## src/core/timer3_pkg.sv

```systemverilog
package timer3_pkg;
  // Register addresses on the special function register bus
  localparam logic [7:0] ADDR_CONTROL_STATUS = 8'h91;
  localparam logic [7:0] ADDR_RELOAD_LOW = 8'h92;
  localparam logic [7:0] ADDR_RELOAD_HIGH = 8'h93;
  localparam logic [7:0] ADDR_COUNT_LOW = 8'h94;
  localparam logic [7:0] ADDR_COUNT_HIGH = 8'h95;
  // Reset values
  localparam logic [7:0] CONTROL_RESET = 8'h00;
  localparam logic [7:0] BYTE_RESET = 8'h00;
  localparam logic [7:0] READ_UNMAPPED = 8'h00;
  // Control and status field positions
  localparam int BIT_HIGH_FLAG = 7;
  localparam int BIT_LOW_FLAG = 6;
  localparam int BIT_LOW_IRQ_EN = 5;
  localparam int BIT_CAPTURE_EN = 4;
  localparam int BIT_SPLIT = 3;
  localparam int BIT_RUN = 2;
  localparam int BIT_ALT_MSB = 1;
  localparam int BIT_ALT_LSB = 0;
  // Byte limits
  localparam logic [7:0] BYTE_MAX = 8'hFF;
  // Alternate clock select codes
  localparam logic [1:0] ALT_SYS_DIV = 2'h0;
  localparam logic [1:0] ALT_EXT_DIV = 2'h1;
  localparam logic [1:0] ALT_RESERVED = 2'h2;
  localparam logic [1:0] ALT_RTC = 2'h3;
  // Prescaler terminal counts
  localparam logic [3:0] SYS_DIV_LAST = 4'hB;
  localparam logic [2:0] EXT_DIV_LAST = 3'h7;
endpackage

```

## src/core/timer3_control_logic.sv

```systemverilog
`timescale 1ns/100ps
module timer3_control_logic (
  input wire logic i_clock,
  input wire logic i_reset_n,
  input wire logic [7:0] i_sfr_addr, // Register address
  input wire logic i_sfr_write, // Write strobe, one cycle
  input wire logic [7:0] i_sfr_wdata, // Write data
  output logic [7:0] o_sfr_rdata, // Read data, one cycle late
  input wire logic i_timer_irq_enable, // Timer interrupt enable from core
  input wire logic i_high_byte_system_clock_select, // High byte runs on system clock, in split mode only
  input wire logic i_low_byte_system_clock_select, // Low byte runs on system clock
  input wire logic i_ext_osc, // External oscillator, asynchronous
  input wire logic i_rtc_osc, // Real-time-clock oscillator, asynchronous
  output logic o_timer_irq // Interrupt request level
);
  import timer3_pkg::*;

  // Registers
  logic [7:0] control_ff, nxt_control; // Control and status register
  logic [7:0] reload_low_ff, nxt_reload_low; // Reload low byte
  logic [7:0] reload_high_ff, nxt_reload_high; // Reload high byte
  logic [7:0] count_low_ff, nxt_count_low; // Count low byte
  logic [7:0] count_high_ff, nxt_count_high; // Count high byte
  logic [7:0] rdata_ff, nxt_rdata; // Registered read data
  logic [3:0] sys_div_ff, nxt_sys_div; // System clock divide by 12
  logic [2:0] ext_div_ff, nxt_ext_div; // External edge divide by 8
  // Synchronisers; first stage feeds only second stage
  logic ext_sync1_ff, ext_sync2_ff, ext_prev_ff;
  logic rtc_sync1_ff, rtc_sync2_ff, rtc_prev_ff;

  // Decoded events
  logic sys_div_tick; // One cycle in twelve
  logic ext_rise; // Synchronised external rising edge
  logic ext_div_tick; // Every eighth external edge
  logic rtc_rise; // Synchronised rtc rising edge
  logic alt_tick; // Selected alternate count clock
  logic capture_tick; // Selected capture trigger
  logic low_tick; // Low byte (or 16-bit) count enable
  logic high_tick; // High byte count enable in split mode
  logic low_wrap; // Low byte rolls over this cycle
  logic high_wrap; // High byte rolls over this cycle
  logic wr_control, wr_rl_low, wr_rl_high, wr_cnt_low, wr_cnt_high;

  // Field views
  logic high_flag, low_flag, low_irq_en, capture_en, split_sel, run_ctl;
  logic [1:0] alt_sel;
  assign high_flag = control_ff[BIT_HIGH_FLAG];
  assign low_flag = control_ff[BIT_LOW_FLAG];
  assign low_irq_en = control_ff[BIT_LOW_IRQ_EN];
  assign capture_en = control_ff[BIT_CAPTURE_EN];
  assign split_sel = control_ff[BIT_SPLIT];
  assign run_ctl = control_ff[BIT_RUN];
  assign alt_sel = control_ff[BIT_ALT_MSB:BIT_ALT_LSB];

  // Address decode
  always_comb begin
    wr_control = 1'b0;
    wr_rl_low = 1'b0;
    wr_rl_high = 1'b0;
    wr_cnt_low = 1'b0;
    wr_cnt_high = 1'b0;
    if (i_sfr_addr == ADDR_CONTROL_STATUS) begin
      wr_control = i_sfr_write;
    end else if (i_sfr_addr == ADDR_RELOAD_LOW) begin
      wr_rl_low = i_sfr_write;
    end else if (i_sfr_addr == ADDR_RELOAD_HIGH) begin
      wr_rl_high = i_sfr_write;
    end else if (i_sfr_addr == ADDR_COUNT_LOW) begin
      wr_cnt_low = i_sfr_write;
    end else if (i_sfr_addr == ADDR_COUNT_HIGH) begin
      wr_cnt_high = i_sfr_write;
    end
  end

  // Source edges, taken only from second stage onward
  assign ext_rise = ext_sync2_ff & ~ext_prev_ff;
  assign rtc_rise = rtc_sync2_ff & ~rtc_prev_ff;
  assign sys_div_tick = (sys_div_ff == SYS_DIV_LAST);
  assign ext_div_tick = ext_rise & (ext_div_ff == EXT_DIV_LAST);

  // Prescalers next values
  always_comb begin
    nxt_sys_div = sys_div_tick ? 4'h0 : sys_div_ff + 4'h1;
    nxt_ext_div = ext_rise ? ext_div_ff + 3'h1 : ext_div_ff;
  end

  // Alternate clock and capture trigger; reserved code gives neither
  always_comb begin
    alt_tick = 1'b0;
    capture_tick = 1'b0;
    case (alt_sel)
      ALT_SYS_DIV: begin
        alt_tick = sys_div_tick;
        capture_tick = rtc_rise;
      end
      ALT_EXT_DIV: begin
        alt_tick = ext_div_tick;
        capture_tick = ext_div_tick;
      end
      ALT_RTC: begin
        alt_tick = rtc_rise;
        capture_tick = ext_div_tick;
      end
      default: begin
        alt_tick = 1'b0;
        capture_tick = 1'b0;
      end
    endcase
  end

  // Per-byte clock choice; one alternate source serves both bytes
  always_comb begin
    low_tick = i_low_byte_system_clock_select | alt_tick;
    high_tick = i_high_byte_system_clock_select | alt_tick;
    if (split_sel) begin
      high_tick = high_tick & run_ctl;
    end else begin
      low_tick = low_tick & run_ctl;
    end
    low_wrap = low_tick & (count_low_ff == BYTE_MAX);
    if (split_sel) begin
      high_wrap = high_tick & (count_high_ff == BYTE_MAX);
    end else begin
      high_wrap = low_wrap & (count_high_ff == BYTE_MAX);
    end
  end

  // Counter, reload, flags and control next values
  always_comb begin
    nxt_count_low = count_low_ff;
    nxt_count_high = count_high_ff;
    nxt_reload_low = reload_low_ff;
    nxt_reload_high = reload_high_ff;
    nxt_control = control_ff;
    if (split_sel) begin
      // Two independent 8-bit auto-reload timers
      if (low_tick) begin
        nxt_count_low = low_wrap ? reload_low_ff : count_low_ff + 8'h01;
      end
      if (high_tick) begin
        nxt_count_high = high_wrap ? reload_high_ff : count_high_ff + 8'h01;
      end
    end else if (low_tick) begin
      if (high_wrap && !capture_en) begin
        // Full 16-bit wrap reloads both bytes
        nxt_count_low = reload_low_ff;
        nxt_count_high = reload_high_ff;
      end else begin
        // Capture mode counts freely and wraps to zero
        nxt_count_low = count_low_ff + 8'h01;
        nxt_count_high = low_wrap ? count_high_ff + 8'h01 : count_high_ff;
      end
    end
    // Capture replaces auto-reload; it acts only while split is zero
    if (capture_en && !split_sel && capture_tick) begin
      nxt_reload_low = count_low_ff;
      nxt_reload_high = count_high_ff;
    end
    // Software writes to reload and count override the hardware update of that cycle
    if (wr_rl_low) begin
      nxt_reload_low = i_sfr_wdata;
    end
    if (wr_rl_high) begin
      nxt_reload_high = i_sfr_wdata;
    end
    if (wr_cnt_low) begin
      nxt_count_low = i_sfr_wdata;
    end
    if (wr_cnt_high) begin
      nxt_count_high = i_sfr_wdata;
    end
    if (wr_control) begin
      // Writing zero is the only way a flag clears
      nxt_control = i_sfr_wdata;
    end
    // Hardware set wins over a clearing write in the same cycle
    if (high_wrap || (capture_en && !split_sel && capture_tick)) begin
      nxt_control[BIT_HIGH_FLAG] = 1'b1;
    end
    if (low_wrap) begin
      nxt_control[BIT_LOW_FLAG] = 1'b1;
    end
  end

  // Read mux, registered so data comes from a flip-flop
  always_comb begin
    if (i_sfr_addr == ADDR_CONTROL_STATUS) begin
      nxt_rdata = control_ff;
    end else if (i_sfr_addr == ADDR_RELOAD_LOW) begin
      nxt_rdata = reload_low_ff;
    end else if (i_sfr_addr == ADDR_RELOAD_HIGH) begin
      nxt_rdata = reload_high_ff;
    end else if (i_sfr_addr == ADDR_COUNT_LOW) begin
      nxt_rdata = count_low_ff;
    end else if (i_sfr_addr == ADDR_COUNT_HIGH) begin
      nxt_rdata = count_high_ff;
    end else begin
      nxt_rdata = READ_UNMAPPED;
    end
  end

  // Interrupt is a level while the high flag or an enabled low flag is pending; flags never self-clear
  assign o_timer_irq = i_timer_irq_enable & (high_flag | (low_irq_en & low_flag));
  assign o_sfr_rdata = rdata_ff;

  // Synchronisers and edge history
  always_ff @(posedge i_clock or negedge i_reset_n) begin
    if (!i_reset_n) begin
      ext_sync1_ff <= 1'b0;
      ext_sync2_ff <= 1'b0;
      ext_prev_ff <= 1'b0;
      rtc_sync1_ff <= 1'b0;
      rtc_sync2_ff <= 1'b0;
      rtc_prev_ff <= 1'b0;
    end else begin
      ext_sync1_ff <= i_ext_osc;
      ext_sync2_ff <= ext_sync1_ff;
      ext_prev_ff <= ext_sync2_ff;
      rtc_sync1_ff <= i_rtc_osc;
      rtc_sync2_ff <= rtc_sync1_ff;
      rtc_prev_ff <= rtc_sync2_ff;
    end
  end

  // State registers
  always_ff @(posedge i_clock or negedge i_reset_n) begin
    if (!i_reset_n) begin
      control_ff <= CONTROL_RESET;
      reload_low_ff <= BYTE_RESET;
      reload_high_ff <= BYTE_RESET;
      count_low_ff <= BYTE_RESET;
      count_high_ff <= BYTE_RESET;
      rdata_ff <= READ_UNMAPPED;
      sys_div_ff <= 4'h0;
      ext_div_ff <= 3'h0;
    end else begin
      control_ff <= nxt_control;
      reload_low_ff <= nxt_reload_low;
      reload_high_ff <= nxt_reload_high;
      count_low_ff <= nxt_count_low;
      count_high_ff <= nxt_count_high;
      rdata_ff <= nxt_rdata;
      sys_div_ff <= nxt_sys_div;
      ext_div_ff <= nxt_ext_div;
    end
  end
endmodule

```

## config.mk

```make
export PLATFORM = sky130hd
export DESIGN_NAME = timer3_control_logic
export DESIGN_NICKNAME = d
export VERILOG_FILES = /design/src/core/timer3_pkg.sv /design/src/core/timer3_control_logic.sv
export SDC_FILE = /design/constraint.sdc
export NUM_CORES = 1
export LEC_CHECK = 0
export ABC_AREA = 1
export BUFFER_PORTS_ARGS = -buffer_cell sky130_fd_sc_hd__clkbuf_2
export CORE_ASPECT_RATIO = 1.1
export CORE_UTILIZATION = 54
export DETAILED_ROUTE_END_ITERATION = 8
export PLACE_DENSITY_LB_ADDON = 0.08
export SLEW_MARGIN = 20
export SYNTH_ARGS = -nofsm -noshare
export SYNTH_HDL_FRONTEND = slang
export SYNTH_SLANG_ARGS = --single-unit
```

## constraint.sdc

```tcl
create_clock -name i_clock -period 2.3 [get_ports i_clock]
set_clock_uncertainty 0.2 [all_clocks]
set_input_delay 0.23 -clock i_clock [delete_from_list [all_inputs] [get_ports i_clock]]
set_output_delay 0.23 -clock i_clock [all_outputs]
set_load 0.03 [all_outputs]
```

== Yosys cells after proc, flatten, opt, wreduce, memory -nomap -nowiden ==
Cells that the tools add are included.
Word-level totals
  bits in registers: 61
Cells by class
  add/sub/neg operators: 4
  bitwise gates (word level): 15
  reductions and logical operators: 16
  eq/ne operators: 12
  muxes and demuxes: 46
Operator list (number)
  2-to-1 mux 8 bit: 23
  equality test 8 bit (second input constant): 7
  2-to-1 mux 1 bit: 20
  adder 8 x 1 -> 8 bit (second input constant): 2
  bitwise AND 1 bit: 10
  nonzero test 2 bit: 5
  adder 4 x 1 -> 4 bit (second input constant): 1
  equality test 4 bit (second input constant): 1
  2-to-1 mux 4 bit: 1
  nonzero test 4 bit: 1
  adder 3 x 1 -> 3 bit (second input constant): 1
  equality test 3 bit (second input constant): 1
  logical AND 1 bit: 3
  != test 3 x 1 -> 1 bit (second input constant): 1
  bitwise OR 1 bit: 3
  case mux 1 bit (3 select lines): 1
  AND reduction 3 bit: 1
  nonzero test 3 bit: 1
  equality test 2 x 1 -> 1 bit (second input constant): 1
  equality test 2 bit (second input constant): 1
  logical NOT 1 bit: 2
  logical NOT 2 bit: 1
  inverter 1 bit: 2
  case mux 1 bit (2 select lines): 1
  2 further kinds: 2

== Depth between registers and ports, before layout ==
  depth in word-level cells: 15
  gate-level depth with buffers: 15
  mapped depth without buffers: 15

== Least setup slack after synthesis ==
No wires, ideal clock.
  path kind: reg2reg
  start: reg count_low_ff[0]
  end: reg count_low_ff[2]
  setup slack: 256 ps
  stages on the path, launching flop included: 14
  buffers on the path: 1
  setup time: 116 ps
  arrival: 1728 ps
  cell sequence: dfrtp_1 ha_1 nand3_2 nor2_2 nand3_2 nor2_4 nand3_4 nand2_4 buf_4 nand4_1 nand3_1 nand2_1 nand2_1 nand2_1
Between the ends
  cells in the longest elaborated chain, start to end: 9
RTL lines
  from (decl): line timer3_control_logic.sv:22  | logic [7:0] count_low_ff, nxt_count_low;
  from (signal assigned): line timer3_control_logic.sv:240  | count_low_ff <= nxt_count_low;
  equality test 8 bit: line timer3_control_logic.sv:120  | low_wrap = low_tick & (count_low_ff == BYTE_MAX);
  bitwise AND 1 bit: line timer3_control_logic.sv:120
  bitwise AND 1 bit: line timer3_control_logic.sv:124  | high_wrap = low_wrap & (count_high_ff == BYTE_MAX);
  2-to-1 mux 1 bit: line timer3_control_logic.sv:121  | if (split_sel) begin
  logical AND 1 bit: line timer3_control_logic.sv:144  | if (high_wrap && !capture_en) begin
  2-to-1 mux 8 bit: line timer3_control_logic.sv:144
  2-to-1 mux 8 bit: line timer3_control_logic.sv:143  | end else if (low_tick) begin
  2-to-1 mux 8 bit (*): line timer3_control_logic.sv:135  | if (split_sel) begin
  2-to-1 mux 8 bit (*): line timer3_control_logic.sv:166  | if (wr_cnt_low) begin
Every way passes the cells marked *; elsewhere a longest branch is shown, timed or not. The select of a mux whose other input is x is not followed.
A chain may end at the register's enable or synchronous reset.

== Worst setup path in the final report ==
  start: reg count_high_ff[0]
  end: reg count_low_ff[6]
Between the ends
  cells in the longest elaborated chain, start to end: 8
RTL lines
  from (decl): line timer3_control_logic.sv:23  | logic [7:0] count_high_ff, nxt_count_high;
  from (signal assigned): line timer3_control_logic.sv:241  | count_high_ff <= nxt_count_high;
  equality test 8 bit (*): line timer3_control_logic.sv:122, timer3_control_logic.sv:124
  bitwise AND 1 bit (on tied branches): line timer3_control_logic.sv:124, timer3_control_logic.sv:122
  2-to-1 mux 1 bit (*): line timer3_control_logic.sv:121
  logical AND 1 bit (*): line timer3_control_logic.sv:144
  2-to-1 mux 8 bit (*): line timer3_control_logic.sv:144
  2-to-1 mux 8 bit (*): line timer3_control_logic.sv:143
  2-to-1 mux 8 bit (*): line timer3_control_logic.sv:135
  2-to-1 mux 8 bit (*): line timer3_control_logic.sv:166
Marked as above.

==> flow_summary.json <==
{
  "outcome": "complete, no violations",
  "ys_ff_latch": 61,
  "ys_seq_area_share_pct": 39.4,
  "num_vias": 3825,
  "worst_pin_slew_ns": 0.555,
  "cts_root_buf": "clkbuf_8",
  "numCtsBuffers": 9,
  "maxCapViolCount": 0,
  "synth_edf_count": 0,
  "yosysUniqueCellTypes": 38,
  "place_inst": 655,
  "antenna_left": 0,
  "holdCritPathClass": "in2reg",
  "grt_usage_pct": 31.4,
  "finalSetupViolations": 0,
  "hp-start": "i_sfr_wdata[0]",
  "whs_endpoint": "control_ff[0]",
  "max_freq_ghz": 0.458,
  "numClockSinks": 61,
  "antenna_found_initial": 0,
  "die-area_um2": 7510,
  "grt_pass1_wl_um": 17300,
  "syn_area_um2": 3870,
  "clkSlewWorstSetupHoldPaths_ns": 0.08,
  "hold_slack_ns": 0.00347,
  "cp-end-kind": "register",
  "final_util_pct": 65.9,
  "p_leak_uw": 0.00241,
  "viasPerCell": 5.63,
  "rr_worst_depth": 11,
  "start_util_pct": 55.5,
  "crit_buf_inv": 0,
  "dr.pass1.iters": 4,
  "cp_cell_sequence": "ha_2 -> nand3_2 -> nor3_4 -> nand3_2 -> a21oi_4 -> nand3_4 -> nand2_1 -> nand2_1 -> nand2_1 -> nand3_1 -> nand2_1",
  "vdd_ir_drop_max_v": 0.000547,
  "rows": 32,
  "critical_path_class": "reg2reg",
  "drt-wirelength-per-cell_um": 15.8,
  "synthesis.nets": 556,
  "postPlaceCellArea_um2": 4270,
  "register_area_um2": 1530,
  "fillers": 619,
  "synth.most_common_cell": "nand2_1",
  "layout-drive-gt1-share_pct": 18.0,
  "reg2reg_to": "count_low_ff[6]",
  "multi_input_area_um2": 1940,
  "netlist_top_cells_count": "146 x nand2_1, 85 x inv_1, 61 x dfrtp_1, 48 x nand3_1, 32 x o21ai_0",
  "rrSetupSlack_ns": 0.12,
  "ctsHtreeMaxLevel": 3,
  "synthCells": 527,
  "drt-initial-drc-count": 402,
  "cpMostUsedCell": "nand2_1",
  "hold_viol_final": 0,
  "async_flop_share_pct": 100,
  "ys_warn_count": 0,
  "fin_crit_ns": 2.18,
  "r2r_start": "count_high_ff[0]",
  "crit_path_start_kind": "register",
  "slew_violations": 0,
  "layout.cells.non_filler": 679,
  "power.density_nw_per_um2": 825,
  "cts_tree": "done",
  "stdcell_area_um2": 4590,
  "grt_max_degree": 42,
  "total_power_uw": 3790,
  "clock_path_buffers": 2,
  "synth_area_per_cell_um2": 7.34,
  "rsz0062_at_grt": "yes",
  "relSlewSlack_pct": 63.0,
  "die_y_um": 90.8,
  "grt_pass1_vias": 3551,
  "nets": 618,
  "worstPathMaxFanout": 15,
  "synthTopCellsByArea": "dfrtp_1 39%, nand2_1 14%, inv_1 8.2%",
  "slowest_delay_ns": 0.41,
  "diodes": 0,
  "gp_congestion": 0.971,
  "whs_path_depth": 3,
  "drc": 0,
  "ios": 33,
  "clock_latency_ns": 0.36,
  "synth_area_leader_cell": "dfrtp_1",
  "critical_path_arrival_ns": 2.28,
  "syn_to_final_growth_pct": 18.6,
  "place_hpwl_um": 8080,
  "wirelength_um": 10700,
  "netlist.area_leader.share_pct": 39.4,
  "critPathRequiredTime_ns": 2.40,
  "synth_flop_cell": "dfrtp_1",
  "io_buffers": 32,
  "crit_slowest_cell": "dfrtp_2",
  "gr-total-overflow": 0,
  "critPathTopFamily": "simple AND/OR/NAND/NOR gates",
  "min_period_over_period_pct": 94.9,
  "fp.dieW_um": 82.7,
  "core_um2": 6970
}
where the power goes:
group / total [uW] / switching (uW) / leakage [uW] / internal [uW]
clock: 1110 / 494 / 0.000110 / 615
combinational: 1210 / 737 / 0.00155 / 471
sequential: 1470 / 194 / 0.000747 / 1280
total: 3790 / 1430 / 0.00241 / 2360
metrics by stage:
step	worst slack [ns]	setup TNS, ns
3_3_place_gp	0.0802	0
4_1_cts	0.00340	0
3_5_place_dp	0.0324	0
5_1_grt	-0.0390	-0.0796
6_report	0.118	0
2_1_floorplan	0.256	0
worst max path at each step:
stage,startpoint,endpoint,slack [ns],depth (start not counted)
global placement,count_high_ff[0],count_high_ff[6],0.08,11
global route,count_high_ff[0],count_low_ff[2],-0.04,11
floorplan,count_low_ff[0],count_low_ff[2],0.26,13
finish,count_high_ff[0],count_low_ff[6],0.12,11
detailed placement,count_high_ff[0],count_low_ff[6],0.03,11
CTS,count_high_ff[0],count_low_ff[6],0.003,11
worst min-delay path: stages:
cell,delay [ns]
clkbuf_2,0.17
nand2_1,0.07
o21ai_0,0.06
kinds of logic after synthesis:
group | after synthesis | share of synthesized area (%)
AO/OA/AOI/OAI | 89 | 14.3
adder cells (fa/ha/maj) | 5 | 1.62
XOR/XNOR | 11 | 2.49
flip-flops | 61 | 39.4
AND/OR/NAND/NOR | 256 | 31.3
buffers and inverters | 105 | 10.9
metal layers:
layer | wire, um | global-route usage (%) | vias to the layer above
li1 | - | - | 1863
met4 | 340 | 14.8 | 0
met1 | 4580 | 41.1 | 1787
met5 | 0 | 0 | -
met3 | 789 | 6.87 | 28
met2 | 5000 | 48.6 | 147
area by class of cell:
type                            instances  share of cell area [%]
Multi-Input combinational cell        361                    42.3
Timing Repair Buffer                   67                    9.93
Tap cell                               85                    2.32
Sequential cell                        61                    33.3
Inverter                               89                    7.28
Clock buffer                            9                    2.70
Clock inverter                          7                    2.15
cells in the final DEF (no fill, tap or decap), drive strengths merged:
master,synthesis,routed
dfrtp,61,61
buf,12,30
dlygate4sd3,0,5
a221oi,4,4
clkinv,1,4
clkbuf,4,41
o22ai,4,4
o221ai,7,7
o2111ai,1,1
nand4,20,20
o21ai,33,33
nor3,6,6
o211ai,18,18
clkinvlp,0,1
inv,88,89
xor2,8,8
nand2,149,149
bufinv,0,2
nand3,55,55
nor4,1,1
ha,5,5
a21boi,1,1
xnor2,3,3
a21oi,21,21
nor2,25,25
flip-flops by register name, summed over array words and instances (netlist names), 3 cells and up:
register / cells
o_sfr_rdata: 8
reload_high_ff: 8
count_low_ff: 8
count_high_ff: 8
ext_div_ff: 3
control_ff: 8
reload_low_ff: 8
sys_div_ff: 4
timing repair:
action / in CTS / in global routing
endpoints found under the hold margin: 24 / 0
gates resized for setup: 0 / 10
buffers inserted: 0 / 3
setup endpoints to repair: 0 / 23
hold buffers: 5 / 0
Power figures use the tool's default switching activity.
